--- config.mk ---
export PLATFORM = sky130hd
export DESIGN_NAME = fpls_sched
export DESIGN_NICKNAME = d
export VERILOG_FILES = /design/src/fpls_pkg.sv /design/src/fpls_sched.sv
export VERILOG_INCLUDE_DIRS = /design/src
export SDC_FILE = /design/constraint.sdc
export NUM_CORES = 1
export LEC_CHECK = 0
export BUFFER_PORTS_ARGS = -buffer_cell sky130_fd_sc_hd__buf_2
export CORE_ASPECT_RATIO = 1.75
export CORE_MARGIN = 10
export CORE_UTILIZATION = 30
export CTS_BUF_LIST = sky130_fd_sc_hd__clkbuf_8
export DETAILED_ROUTE_END_ITERATION = 16
export RECOVER_POWER = 25
export SLEW_MARGIN = 20
export SYNTH_ARGS = -nofsm -noshare
export SYNTH_HDL_FRONTEND = slang
export SYNTH_SLANG_ARGS = --single-unit
export TNS_END_PERCENT = 10
--- constraint.sdc ---
create_clock -name aclk -period 4.8 [get_ports aclk]
set_input_delay 0.96 -clock aclk [delete_from_list [all_inputs] [get_ports aclk]]
set_output_delay 0.96 -clock aclk [all_outputs]
set_load 0.005 [all_outputs]
--- src/fpls_map.svh ---
// Constants for the late-start fuel pulse scheduler: offsets, fields, counts.
// Assumes a 100 MHz fabric clock and 32-bit AXI4-Lite register words.
`ifndef FPLS_MAP_SVH
`define FPLS_MAP_SVH

// Register byte addresses.
`define FPLS_ADDR_CTRL      12'h000
`define FPLS_ADDR_START     12'h004
`define FPLS_ADDR_CUTOFF    12'h008
`define FPLS_ADDR_DURATION  12'h00C
`define FPLS_ADDR_ANGLE     12'h010
`define FPLS_ADDR_STATUS    12'h014
`define FPLS_ADDR_IRQ_MASK  12'h018
`define FPLS_ADDR_STATE     12'h01C

// Status and mask bit positions.
`define FPLS_BIT_CUTOFF     0
`define FPLS_BIT_LATE       1
`define FPLS_BIT_SKIP       2
`define FPLS_BIT_DONE       3
`define FPLS_NUM_EVENTS     4

// Control bit positions.
`define FPLS_BIT_ENABLE     0

// Angle and timing figures.
`define FPLS_HISTORY_CAD    45
`define FPLS_CYCLE_CAD      720
`define FPLS_ANGLE_W        10
`define FPLS_DUR_W          24
`define FPLS_CLK_HZ         100000000
`define FPLS_TICK_HZ        40000000
// Phase accumulator step: 40 MHz ticks out of a 100 MHz clock, per 5 cycles.
`define FPLS_TICK_NUM       (`FPLS_TICK_HZ / 20000000)
`define FPLS_TICK_DEN       (`FPLS_CLK_HZ / 20000000)

// AXI responses.
`define FPLS_RESP_OKAY      2'b00
`define FPLS_RESP_SLVERR    2'b10

`endif

--- src/fpls_pkg.sv ---
// Types shared by the late-start fuel pulse scheduler.
// Assumes fpls_map.svh is compiled alongside.
`default_nettype none
package fpls_pkg;

    // Scheduler states.
    typedef enum logic [1:0] {
        ST_ARMED,
        ST_PULSE,
        ST_SPENT
    } fpls_state_type;

    // Angle settings that travel together.
    typedef struct packed {
        logic [9:0] start;
        logic [9:0] cutoff;
    } fpls_angles_type;

endpackage

`default_nettype wire

--- src/fpls_sched.sv ---
// Late-start fuel pulse scheduler with an AXI4-Lite register slave.
// Assumes the crank angle input is synchronous to aclk and counts 0..719.
//
// Function
// - Start passed by under 45 degrees begins the pulse at once.
// - A late pulse still lasts the full programmed length.
// - Start passed by 45 to 359 degrees skips this cycle's pulse.
// - After a skip, next cycle fires at the new start angle.
// - Cutoff ends pulse, rearms, sets flag held until host clears it.
// - Length cut below accumulated time ends the pulse at once.
// - Length raised above accumulated time extends the pulse.
// - Length counts 40 MHz ticks in 24 bits, wrapping larger values.
`timescale 1ns/100ps
`default_nettype none
`include "fpls_map.svh"

module fpls_sched #(
    parameter int ANGLE_W = `FPLS_ANGLE_W,
    parameter int DUR_W = `FPLS_DUR_W,
    parameter int CYCLE_CAD = `FPLS_CYCLE_CAD,
    parameter int HISTORY_CAD = `FPLS_HISTORY_CAD
) (
    input wire logic aclk,
    input wire logic aresetn,
    input wire logic [ANGLE_W-1:0] crank_angle_now,
    output logic fuel_cmd,
    output logic cutoff_reached_flag,
    output logic irq,
    input wire logic [11:0] s_axi_awaddr,
    input wire logic [2:0] s_axi_awprot,
    input wire logic s_axi_awvalid,
    output logic s_axi_awready,
    input wire logic [31:0] s_axi_wdata,
    input wire logic [3:0] s_axi_wstrb,
    input wire logic s_axi_wvalid,
    output logic s_axi_wready,
    output logic [1:0] s_axi_bresp,
    output logic s_axi_bvalid,
    input wire logic s_axi_bready,
    input wire logic [11:0] s_axi_araddr,
    input wire logic [2:0] s_axi_arprot,
    input wire logic s_axi_arvalid,
    output logic s_axi_arready,
    output logic [31:0] s_axi_rdata,
    output logic [1:0] s_axi_rresp,
    output logic s_axi_rvalid,
    input wire logic s_axi_rready
);

    // ********************************************************
    // Helpers
    // ********************************************************

    // Distance from a past angle to now, folded into one engine cycle.
    function automatic logic [ANGLE_W-1:0] behind(
        input logic [ANGLE_W-1:0] now,
        input logic [ANGLE_W-1:0] past
    );
        logic [ANGLE_W:0] d;
        d = {1'b0, now} - {1'b0, past};
        if (now < past) begin
            d = d + (ANGLE_W+1)'(CYCLE_CAD);
        end
        return d[ANGLE_W-1:0];
    endfunction

    // Byte-lane merge of a write onto an old register value.
    function automatic logic [31:0] merge(
        input logic [31:0] old,
        input logic [31:0] wd,
        input logic [3:0] be
    );
        logic [31:0] m;
        m = old;
        for (int i = 0; i < 4; i++) begin
            if (be[i]) begin
                m[8*i +: 8] = wd[8*i +: 8];
            end
        end
        return m;
    endfunction

    // ********************************************************
    // Registers and state
    // ********************************************************

    logic enable_r;
    fpls_pkg::fpls_angles_type angles_r;
    logic [DUR_W-1:0] duration_r;
    logic [`FPLS_NUM_EVENTS-1:0] status_r;
    logic [`FPLS_NUM_EVENTS-1:0] mask_r;
    fpls_pkg::fpls_state_type state_r;
    fpls_pkg::fpls_state_type state_nxt;
    logic [DUR_W-1:0] accum_r;
    logic [2:0] phase_r;
    logic [ANGLE_W-1:0] prev_angle_r;
    logic aw_held_r;
    logic w_held_r;
    logic [11:0] awaddr_r;
    logic [31:0] wdata_r;
    logic [3:0] wstrb_r;

    // ********************************************************
    // Register write decode
    // ********************************************************

    // A write commits once address and data are both held.
    wire logic wr_go = aw_held_r && w_held_r && !s_axi_bvalid;
    wire logic wr_ctrl = wr_go && awaddr_r == `FPLS_ADDR_CTRL;
    wire logic wr_start = wr_go && awaddr_r == `FPLS_ADDR_START;
    wire logic wr_cut = wr_go && awaddr_r == `FPLS_ADDR_CUTOFF;
    wire logic wr_dur = wr_go && awaddr_r == `FPLS_ADDR_DURATION;
    wire logic wr_stat = wr_go && awaddr_r == `FPLS_ADDR_STATUS;
    wire logic wr_mask = wr_go && awaddr_r == `FPLS_ADDR_IRQ_MASK;
    wire logic wr_known = wr_ctrl || wr_start || wr_cut || wr_dur ||
        wr_stat || wr_mask;
    wire logic [31:0] start_m = merge(32'(angles_r.start), wdata_r, wstrb_r);
    wire logic [31:0] cut_m = merge(32'(angles_r.cutoff), wdata_r, wstrb_r);
    wire logic [31:0] dur_m = merge(32'(duration_r), wdata_r, wstrb_r);
    wire logic [31:0] ctrl_m = merge(32'(enable_r), wdata_r, wstrb_r);
    wire logic [31:0] mask_m = merge(32'(mask_r), wdata_r, wstrb_r);
    wire logic [31:0] clr_m = merge(32'h0000_0000, wdata_r, wstrb_r);

    // ********************************************************
    // Scheduling decisions
    // ********************************************************

    // Angle events: crossing means the crank moved onto the target.
    wire logic moved = crank_angle_now != prev_angle_r;
    wire logic at_start = moved && crank_angle_now == angles_r.start;
    wire logic at_cut = moved && crank_angle_now == angles_r.cutoff;
    // A new start angle that already lies behind the crank.
    wire logic [ANGLE_W-1:0] new_start = start_m[ANGLE_W-1:0];
    wire logic [ANGLE_W-1:0] lag = behind(crank_angle_now, new_start);
    wire logic start_moved = wr_start && new_start != angles_r.start;
    wire logic passed = start_moved && lag != '0 &&
        lag < ANGLE_W'(CYCLE_CAD / 2);
    wire logic late_go = passed && lag < ANGLE_W'(HISTORY_CAD);
    wire logic skip = passed && !late_go;
    // 40 MHz tick: two ticks in every five 100 MHz cycles.
    wire logic tick = phase_r == 3'd0 || phase_r == 3'd2;
    // Pulse ends when its length is reached, even if cut down mid-pulse.
    wire logic len_done = accum_r >= duration_r;
    wire logic fire = enable_r && state_r == fpls_pkg::ST_ARMED &&
        (at_start || late_go);

    // ********************************************************
    // Next state
    // ********************************************************

    // Pulse states; cutoff overrides everything and rearms.
    always_comb begin
        state_nxt = state_r;
        case (state_r)
            fpls_pkg::ST_ARMED: begin
                if (fire) begin
                    state_nxt = fpls_pkg::ST_PULSE;
                end else if (skip) begin
                    state_nxt = fpls_pkg::ST_SPENT;
                end
            end
            fpls_pkg::ST_PULSE: begin
                if (len_done) begin
                    state_nxt = fpls_pkg::ST_SPENT;
                end
            end
            fpls_pkg::ST_SPENT: begin
                state_nxt = fpls_pkg::ST_SPENT;
            end
            default: begin
                state_nxt = fpls_pkg::ST_ARMED;
            end
        endcase
        if (at_cut) begin
            state_nxt = fpls_pkg::ST_ARMED;
        end
    end

    // Event bits that hardware raises this cycle.
    wire logic [`FPLS_NUM_EVENTS-1:0] ev = {
        state_r == fpls_pkg::ST_PULSE && state_nxt != fpls_pkg::ST_PULSE,
        skip && state_r == fpls_pkg::ST_ARMED,
        late_go && fire,
        at_cut
    };

    // ********************************************************
    // Scheduler flops
    // ********************************************************

    // Pulse state, accumulated length and the 40 MHz phase.
    always_ff @(posedge aclk) begin
        if (!aresetn) begin
            state_r <= fpls_pkg::ST_ARMED;
            accum_r <= '0;
            phase_r <= '0;
            prev_angle_r <= '0;
        end else begin
            state_r <= state_nxt;
            prev_angle_r <= crank_angle_now;
            phase_r <= (phase_r == 3'(`FPLS_TICK_DEN - 1)) ?
                3'd0 : phase_r + 3'd1;
            if (state_nxt != fpls_pkg::ST_PULSE) begin
                accum_r <= '0;
            end else if (tick) begin
                accum_r <= accum_r + 1'b1;
            end
        end
    end

    // Outputs straight from flops.
    always_ff @(posedge aclk) begin
        if (!aresetn) begin
            fuel_cmd <= 1'b0;
            irq <= 1'b0;
        end else begin
            fuel_cmd <= state_nxt == fpls_pkg::ST_PULSE;
            irq <= |(status_r & mask_r);
        end
    end

    // ********************************************************
    // Software registers
    // ********************************************************

    // Writable settings; the length keeps its low 24 bits only.
    always_ff @(posedge aclk) begin
        if (!aresetn) begin
            enable_r <= 1'b0;
            angles_r <= '0;
            duration_r <= '0;
            mask_r <= '0;
        end else begin
            if (wr_ctrl) begin
                enable_r <= ctrl_m[`FPLS_BIT_ENABLE];
            end
            if (wr_start) begin
                angles_r.start <= new_start;
            end
            if (wr_cut) begin
                angles_r.cutoff <= cut_m[ANGLE_W-1:0];
            end
            if (wr_dur) begin
                duration_r <= dur_m[DUR_W-1:0];
            end
            if (wr_mask) begin
                mask_r <= mask_m[`FPLS_NUM_EVENTS-1:0];
            end
        end
    end

    // Sticky status: write one to clear, a new event wins.
    always_ff @(posedge aclk) begin
        if (!aresetn) begin
            status_r <= '0;
            cutoff_reached_flag <= 1'b0;
        end else begin
            status_r <= (status_r & ~(wr_stat ?
                clr_m[`FPLS_NUM_EVENTS-1:0] : '0)) | ev;
            cutoff_reached_flag <= (cutoff_reached_flag &&
                !(wr_stat && clr_m[`FPLS_BIT_CUTOFF])) || at_cut;
        end
    end

    // ********************************************************
    // AXI4-Lite handshakes
    // ********************************************************

    // Address and data are taken in either order, then answered.
    always_ff @(posedge aclk) begin
        if (!aresetn) begin
            aw_held_r <= 1'b0;
            w_held_r <= 1'b0;
            awaddr_r <= '0;
            wdata_r <= '0;
            wstrb_r <= '0;
            s_axi_awready <= 1'b0;
            s_axi_wready <= 1'b0;
            s_axi_bvalid <= 1'b0;
            s_axi_bresp <= `FPLS_RESP_OKAY;
        end else begin
            s_axi_awready <= !aw_held_r && !s_axi_awready && s_axi_awvalid;
            s_axi_wready <= !w_held_r && !s_axi_wready && s_axi_wvalid;
            if (s_axi_awvalid && s_axi_awready) begin
                aw_held_r <= 1'b1;
                awaddr_r <= {s_axi_awaddr[11:2], 2'b00};
            end
            if (s_axi_wvalid && s_axi_wready) begin
                w_held_r <= 1'b1;
                wdata_r <= s_axi_wdata;
                wstrb_r <= s_axi_wstrb;
            end
            if (wr_go) begin
                s_axi_bvalid <= 1'b1;
                s_axi_bresp <= wr_known ? `FPLS_RESP_OKAY : `FPLS_RESP_SLVERR;
            end else if (s_axi_bvalid && s_axi_bready) begin
                s_axi_bvalid <= 1'b0;
                aw_held_r <= 1'b0;
                w_held_r <= 1'b0;
            end
        end
    end

    // Read mux of all registers and live state.
    wire logic [11:0] ra = {s_axi_araddr[11:2], 2'b00};
    wire logic rd_known = ra <= `FPLS_ADDR_STATE;
    wire logic [31:0] rd_val =
        ra == `FPLS_ADDR_CTRL ? 32'(enable_r) :
        ra == `FPLS_ADDR_START ? 32'(angles_r.start) :
        ra == `FPLS_ADDR_CUTOFF ? 32'(angles_r.cutoff) :
        ra == `FPLS_ADDR_DURATION ? 32'(duration_r) :
        ra == `FPLS_ADDR_ANGLE ? 32'(crank_angle_now) :
        ra == `FPLS_ADDR_STATUS ? 32'(status_r) :
        ra == `FPLS_ADDR_IRQ_MASK ? 32'(mask_r) :
        ra == `FPLS_ADDR_STATE ? {30'h0000_0000, state_r} : 32'h0000_0000;

    // One read at a time; data ready the cycle after the address.
    always_ff @(posedge aclk) begin
        if (!aresetn) begin
            s_axi_arready <= 1'b0;
            s_axi_rvalid <= 1'b0;
            s_axi_rdata <= '0;
            s_axi_rresp <= `FPLS_RESP_OKAY;
        end else begin
            s_axi_arready <= !s_axi_rvalid && !s_axi_arready && s_axi_arvalid;
            if (s_axi_arvalid && s_axi_arready) begin
                s_axi_rvalid <= 1'b1;
                s_axi_rdata <= rd_val;
                s_axi_rresp <= rd_known ? `FPLS_RESP_OKAY : `FPLS_RESP_SLVERR;
            end else if (s_axi_rvalid && s_axi_rready) begin
                s_axi_rvalid <= 1'b0;
            end
        end
    end

endmodule

`default_nettype wire

Word-level counts from Yosys, hierarchy flattened
Cells that the tools add are included.

word-level totals
  bits in registers = 175
  bits in latches = 0
  bits in writable memories = 0
  ROM bits = 0
  bits of input ports = 83
  output and inout bits = 44
  logic and storage cells = 162
  memories = 0

cells by class
  add/subtract/negate cells = 4
  multiply operators = 0
  divide/modulo/power cells = 0
  order comparisons = 5
  eq/ne operators = 22
  shifts and indexed selects = 0
  mux-type cells = 30
  bitwise gates (word level) = 5
  reductions and logical operators = 67

operators by type and width
  kind                                                              count
  2-to-1 mux 24 bit                                                 4
  equality test 10 x 3 -> 1 bit (second input constant)             6
  equality test 10 x 2 -> 1 bit (second input constant)             4
  logical AND 1 bit                                                 33
  adder 24 x 1 -> 24 bit (second input constant)                    1
  greater-or-equal comparator 24 bit                                1
  zero test 12 bit                                                  2
  equality test 10 x 1 -> 1 bit (second input constant)             2
  equality test 10 bit                                              2
  2-to-1 mux 10 bit                                                 2
  inequality test 10 bit                                            2
  2-to-1 mux 2 bit                                                  8
  2-to-1 mux 4 bit                                                  4
  AND reduction 2 bit                                               7
  less-or-equal comparator 12 x 5 -> 1 bit (second input constant)  1
  adder 10 bit (second input constant)                              1
  less-than comparator 10 bit                                       1
  less-than comparator 10 x 6 -> 1 bit (second input constant)      1
  less-than comparator 10 x 9 -> 1 bit (second input constant)      1
  2-to-1 mux 1 bit                                                  10
  nonzero test 10 bit                                               1
  subtractor 10 bit                                                 1
  zero test 1 bit                                                   9
  AND 4 bit                                                         2
  17 further kinds                                                  27

Logic depth before layout (Yosys ltp)
Gate-level depths: netlist of the first run.

  depth in word-level cells = 17
  mapped depth = 17
  gate-level depth less buffers = 14

Least setup slack after synthesis of the first run
OpenSTA, ideal clock, no wires.

  path kind = in2reg
  from = in crank_angle_now[0]
  to = reg accum_r[10]
  setup time = 89 ps
  data arrival time = 4352 ps
  data required time = 4711 ps
  setup slack = 360 ps
  stages on the path = 16
  buffers on the path = 2
  cells stage by stage = clkbuf_1 -> inv_1 -> ha_1 -> fa_1 -> nand2b_1 -> a21oi_1 -> xnor2_1 -> inv_1 -> ha_1 -> xor3_1 -> nor3_1 -> o221ai_1 -> nor4_2 -> a21oi_4 -> buf_6 -> nor4_2

on the way
  cells in the longest elaborated chain, start to end = 15
  elaborated cells between the ends (all ways) = 25
  classes of those cells = add/sub (2); order compare (3); eq/ne (4); mux (5); reduce/logical (11)

RTL lines
  item                                                        line               RTL
  start, declared                                             fpls_sched.sv:25   input wire logic [ANGLE_W-1:0] crank_angle_now,
  branches (longest 12 deep; another with subtractor 10 bit)  --
  2-to-1 mux 2 bit *                                          fpls_sched.sv:174  if (at_cut) begin
  inequality test 2 x 1 -> 1 bit *                            fpls_sched.sv:203  if (state_nxt != fpls_pkg::ST_PULSE) begin
  OR reduction 2 bit (no line) *                              --
  end signal, assigned                                        fpls_sched.sv:206  accum_r <= accum_r + 1'b1;
  end, declared                                               fpls_sched.sv:94   logic [DUR_W-1:0] accum_r;

Every way passes the cells marked *.
A chain may end at the register's enable or synchronous reset.

Worst setup path in the final report of the first run
  from = reg wstrb_r[0]
  to = reg state_r[1]

on the way
  cells in the longest elaborated chain, start to end = 14
  elaborated cells between the ends (all ways) = 21
  classes of those cells = add/sub (2); order compare (3); eq/ne (1); mux (6); reduce/logical (9)

RTL lines
  item                                                        line               RTL
  start, declared                                             fpls_sched.sv:101  logic [3:0] wstrb_r;
  start signal, assigned                                      fpls_sched.sv:291  wstrb_r <= s_axi_wstrb;
  2-to-1 mux 8 bit *                                          fpls_sched.sv:76   if (be[i]) begin
  via new_start[0]                                            fpls_sched.sv:133  wire logic [ANGLE_W-1:0] new_start = start_m[ANGLE_W-1:0];
  branches (longest 10 deep; another with subtractor 10 bit)  --
  2-to-1 mux 2 bit *                                          fpls_sched.sv:156  if (fire) begin
  case mux 2 bit (3 select lines) *                           fpls_sched.sv:154  case (state_r)
  2-to-1 mux 2 bit *                                          fpls_sched.sv:174
  end signal, assigned                                        fpls_sched.sv:194  state_r <= fpls_pkg::ST_ARMED;
  end signal, assigned                                        fpls_sched.sv:199  state_r <= state_nxt;
  end, declared                                               fpls_sched.sv:92   fpls_pkg::fpls_state_type state_r;

Mark *: on every way through the listed nets, which the timed path passes.

==> impl_metrics.tcl, run 1 <==
set metrics [dict create \
    io_pins 127 \
    ys_warn_count 0 \
    synth_edf_count 0 \
    worstReg2RegStart "wstrb_r[0]" \
    ys.flop_type "dfxtp_1" \
    wl_per_cell_um 17.4 \
    min_period_over_period 0.916 \
    drc 0 \
    min_delay_path_depth 1 \
    route.vias.total 7555 \
    synth_area_leaders "dfxtp_1 37%, mux2i_1 6.2%, nand2_1 5.6%" \
    yosysTopAreaCellShare 0.365 \
    drive_gt1_frac 0.147 \
    fin_skew_ns 0.0163 \
    cp-start-kind "flop" \
    std_cell_rows 84 \
    synthCells 1025 \
    failed_checks "max-capacitance violations, max-slew violations" \
    core_region_area_um2 30000 \
    max-cap-violations 1 \
    critPathMaxFanout 5 \
    worst-r2r-setup-slack_ns 0.40 \
    hold_end "s_axi_arready" \
    syn_area_um2 9050 \
    hold_buffers 0 \
    grt_max_degree 85 \
    synth_common_cells "165 x dfxtp_1, 136 x nand2_1, 65 x nor2b_1" \
    holdCritStartpoint "s_axi_rvalid" \
    reg2reg_to "state_r[1]" \
    cp.arrival_ns 4.82 \
    cts_inserted_buffers 17 \
    final_net_count 1220 \
    synth_top_cell_by_area "dfxtp_1" \
    cts-root-buf "clkbuf_8" \
    cts_tree "yes" \
    setup_tns_ns 0 \
    design_area_um2 10200 \
    post-route-min-period_ns 4.40 \
    ys_seq_elements 165 \
    overflow 0 \
    synth_seq_area_share 0.365 \
    cp-end-kind "flop" \
    ctsLongestPathBuffers 2 \
    status "complete, but fails checks" \
    cts.reportedPaths.clkPinSlew_ns 0.09 \
    htreeDepth 4 \
    antenna_found_initial 1 \
    gp_congestion 0.914 \
    postCtsSetupBuffers 0 \
    die_w_um 151 \
    worst_pin_slew_ns 2.12 \
    max_slew_margin -0.416 \
    cp.required_ns 5.23 \
    hold_viol_final 0 \
    die_height_um 250 \
    rsz0062_at_grt "false" \
    fin_util 0.342 \
    port_buffers 97 \
    placed_area_um2 9880 \
    cts.sinks 165 \
    hp-class "flop to flop" \
    asyncSetResetFlopFracSynth 0 \
    place_hpwl_mm 20.0 \
    crit_type "flop to flop" \
    p_per_area_nw_per_um2 262 \
    dieArea_um2 37800 \
    floorplan.initialDensity 0.302 \
    grt_pass1_vias 7727 \
    area_delta_synth_final_pct 13.2 \
    setup_violations 0 \
    clock.fmax_mhz 227 \
    ant_nets 0 \
    grt_pass1_wl_mm 41.5 \
    r2r_cells 12 \
    wl_mm 26.0 \
    slew_violations 56 \
    drt_iter0_markers 372 \
    irDropWorstVdd_mv 0.174 \
    synth.avg_cell_area_um2 8.83 \
    viasPerCell 5.04 \
    synth_cell_types 70 \
    cts_resized 0 \
    p_leak_nw 3.97 \
    grt.total_usage 0.139 \
    synth_most_common_cell "dfxtp_1" \
    dr.pass1.iters 5 \
    clock_latency_ns 0.48 \
]
per-stage QoR:
| stage | power, W | setup slack (ns) | hold slack [ns] | std cells |
|---|---|---|---|---|
| floorplan | 0.00163 | 0.360 | 0.420 | 1034 |
| global placement | 0.00171 | 0.335 | 0.427 | 1465 |
| detailed placement | 0.00172 | 0.313 | 0.437 | 1465 |
| CTS | 0.00272 | 0.429 | 0.453 | 1497 |
| global route | 0.00280 | 0.197 | 0.476 | 1498 |
| finish | 0.00269 | 0.404 | 0.448 | 1498 |
cell type report:
class / count / area (µm²)
tap: 387 / 484
fill: 3134 / 19700
clock buffer: 18 / 248
sequential: 165 / 3300
multi-input combinational: 759 / 5330
clock inverter: 14 / 138
antenna: 1 / 2.50
timing repair buffer: 113 / 592
inverter: 41 / 154
metal layers:
layer | vias up | GRT usage | routed length [µm] | part of all wire
met5 | - | 0 | 0 | 0
met4 | 0 | 0.0850 | 1370 | 0.053
met3 | 68 | 0.0270 | 1140 | 0.044
met2 | 207 | 0.240 | 13300 | 0.51
met1 | 3579 | 0.151 | 10200 | 0.39
li1 | 3701 | - | - | -
cell usage in the layout (no fill, tap or decap), types with 15 or more instances in the layout:
cell type and n:
o21ai_0 21, mux2i_1 56, nor2_1 31, nand2_1 135, clkbuf_1 19, ha_1 39
nor3_1 15, nor2b_1 65, a21oi_1 32, a21boi_0 52, nor4_2 18, nand3_1 20
xnor2_1 48, clkbuf_8 18, xor2_1 22, a22oi_1 18, buf_2 78, nand4_1 16
inv_1 41, dfxtp_1 165
cells by family (layout without fill, tap and decap cells):
logic type,Yosys count,in the layout,share of synthesized area
other,1,11,0.000414
multiplexers,60,60,0.0682
AO/OA/AOI/OAI,203,203,0.164
adder cells (fa/ha/maj),40,40,0.0561
buffers and inverters,110,186,0.0532
flip-flops,165,165,0.365
AND/OR/NAND/NOR,375,375,0.223
XOR/XNOR,71,71,0.0704
how the worst max path moves through the flow:
| stage | start | endpoint | slack, ns | cells past startpoint |
|---|---|---|---|---|
| after global placement | crank_angle_now[0] | state_r[1] | 0.34 | 13 |
| after floorplan | crank_angle_now[0] | accum_r[10] | 0.36 | 16 |
| after CTS | wstrb_r[0] | accum_r[2] | 0.43 | 14 |
| after detailed placement | crank_angle_now[0] | accum_r[2] | 0.31 | 15 |
| after global routing | wstrb_r[0] | accum_r[3] | 0.20 | 16 |
| final | wstrb_r[0] | state_r[1] | 0.40 | 12 |
worst max-delay path: stages, from the launching register on:
cell      delay (ns)
dfxtp_1         0.55
mux2_2          0.42
ha_1            0.21
fa_1            0.41
nand2b_1        0.19
a211oi_1        0.43
nor2_1          0.16
mux2_2          0.35
o21ai_0         0.26
nand4_1         0.15
a221oi_2        0.55
nor4b_1         0.51
o31a_1          0.17
sequential cells by signal, indices dropped and copies added, names as in the netlist, 4 cells and up:
signal / count
status_r: 4
duration_r: 24
wdata_r: 24
prev_angle_r: 10
awaddr_r: 10
s_axi_rdata: 24
angles_r: 20
mask_r: 4
accum_r: 24
report_power, final:
group / internal (W) / total (W) / switching, W
Combinational: 0.000118 / 0.000283 / 0.000165
Sequential: 0.00139 / 0.00140 / 0.0000153
Clock: 0.000436 / 0.00100 / 0.000565
Total: 0.00194 / 0.00269 / 0.000746
Note: power is estimated with default switching activity, not from simulation.
==> run 2: changes to the inputs <==
==> constraint.sdc (replaced) <==
create_clock -name aclk -period 4.9 [get_ports aclk]
set_input_delay 0.98 -clock aclk [delete_from_list [all_inputs] [get_ports aclk]]
set_output_delay 0.98 -clock aclk [all_outputs]
set_load 0.005 [all_outputs]
==> impl_metrics.tcl, run 2 (same netlist as run 1, synthesis figures left out) <==
set metrics [dict create \
    cp-end-kind "flop" \
    viasPerCell 5.00 \
    grt.total_usage 0.137 \
    cts_inserted_buffers 17 \
    ant_nets 0 \
    hp-class "flop to flop" \
    hold_buffers 0 \
    overflow 0 \
    grt_max_degree 75 \
    postCtsSetupBuffers 0 \
    fin_skew_ns 0.0218 \
    cts-root-buf "clkbuf_8" \
    fin_cells 1497 \
    placed_area_um2 9880 \
    setup_tns_ns 0 \
    core_region_area_um2 30000 \
    cts_tree "yes" \
    critPathMaxFanout 5 \
    gp_congestion 0.910 \
    crit_type "flop to flop" \
    max_slew_margin -0.713 \
    max-cap-violations 1 \
    io_pins 127 \
    crit_chain "mux2_2 -> ha_1 -> fa_1 -> nand2b_1 -> a211oi_1 -> nor2_1 -> mux2_2 -> or3_1 -> a2111oi_0 -> o32a_1 -> nor3b_1 -> buf_4 -> o21a_1" \
    final_net_count 1219 \
    dpl.cell_count 1464 \
    cp.arrival_ns 4.77 \
    min_delay_path_depth 1 \
    grt_pass1_wl_mm 41.2 \
    dieArea_um2 37800 \
    layout_commonest_cell "dfxtp_1" \
    wl_mm 25.9 \
    cp-start-kind "flop" \
    irDropWorstVdd_mv 0.155 \
    port_buffers 97 \
    cts_resized 0 \
    cp_common_cell "mux2_2" \
    slowest_delay_ns 0.57 \
    crit_buf_inv 1 \
    floorplan.initialDensity 0.302 \
    drt_iter0_markers 429 \
    ctsLongestPathBuffers 2 \
    rsz0062_at_grt "false" \
    drive_gt1_frac 0.150 \
    area_delta_synth_final_pct 13.0 \
    htreeDepth 4 \
    failed_checks "max-capacitance violations, max-slew violations" \
    clock_latency_ns 0.47 \
    finalPower_w 0.00260 \
    crit_slowest_cell "dfxtp_1" \
    crit_cells 13 \
    final_cell_mix "165 x dfxtp_1, 136 x nand2_1, 84 x buf_2" \
    die_w_um 151 \
    route.vias.total 7478 \
    dr.pass1.iters 5 \
    setup_violations 0 \
    min_period_over_period 0.902 \
    status "complete, but fails checks" \
    place_hpwl_mm 19.6 \
    clock.fmax_mhz 226 \
    p_per_area_nw_per_um2 254 \
    p_leak_nw 3.98 \
    post-route-min-period_ns 4.42 \
    antenna_found_initial 1 \
    r2r_cells 13 \
    cp.required_ns 5.25 \
    cts.sinks 165 \
    grt_pass1_vias 7626 \
    cts.reportedPaths.clkPinSlew_ns 0.10 \
    drc 0 \
    slew_violations 66 \
    cp_top_family "compound AO/OA/AOI/OAI gates" \
    worst_pin_slew_ns 2.57 \
    hold_viol_final 0 \
    design_area_um2 10200 \
    wl_per_cell_um 17.3 \
    std_cell_rows 84 \
    die_height_um 250 \
]
run 2: cell types whose count changed in the layout (fill, tap and decap cells not counted), sizes merged:
cell      delta
clkinvlp     +2
buf          +6
clkbuf       -8
clkinv       +1
inv          -2
run 2: final timing paths:
path / to / slack (ns) / start
hold / removal: s_axi_arready / 0.43 / s_axi_rvalid
setup reg to reg: status_r[2] / 0.48 / wstrb_r[0]
hold reg to reg: s_axi_arready / 0.43 / s_axi_rvalid
setup / recovery: status_r[2] / 0.48 / wstrb_r[0]
run 2: area by class of cell:
type	count	area (µm²)
Antenna cell	1	2.50
Clock buffer	17	234
Clock inverter	15	131
Fill cell	3172	19700
Inverter	41	154
Multi-Input combinational cell	759	5320
Sequential cell	165	3300
Tap cell	387	484
Timing Repair Buffer	112	594
run 2: worst register-to-register path: cells and delay by family, from the launching register on:
| family | cells | cell delay [ns] |
|---|---|---|
| multiplexers | 2 | 0.77 |
| flip-flops | 1 | 0.57 |
| buffers and inverters | 1 | 0.15 |
| adder cells (fa/ha/maj) | 2 | 0.61 |
| AND/OR/NAND/NOR | 4 | 0.85 |
| AO/OA/AOI/OAI | 4 | 1.34 |
run 2: power breakdown:
part / switching (W) / internal (W) / total (W)
Combinational: 0.000161 / 0.000114 / 0.000275
Clock: 0.000543 / 0.000404 / 0.000947
Sequential: 0.0000158 / 0.00136 / 0.00137
run 2: metal layers:
metal	global-route usage	vias up	routed length [µm]	part of all wire
met5	0	-	0	0
met4	0.0814	0	1330	0.052
met3	0.0272	60	1260	0.049
met2	0.236	195	13100	0.51
met1	0.150	3521	10200	0.39
li1	-	3702	-	-
run 2: metrics by stage:
stage	worst slack, ns	hold WS [ns]	utilization
2_1_floorplan	0.440	0.420	-
3_3_place_gp	0.440	0.429	0.330
3_5_place_dp	0.421	0.442	0.330
4_1_cts	0.553	0.443	0.342
5_1_grt	0.247	0.459	0.341
6_report	0.481	0.434	0.341
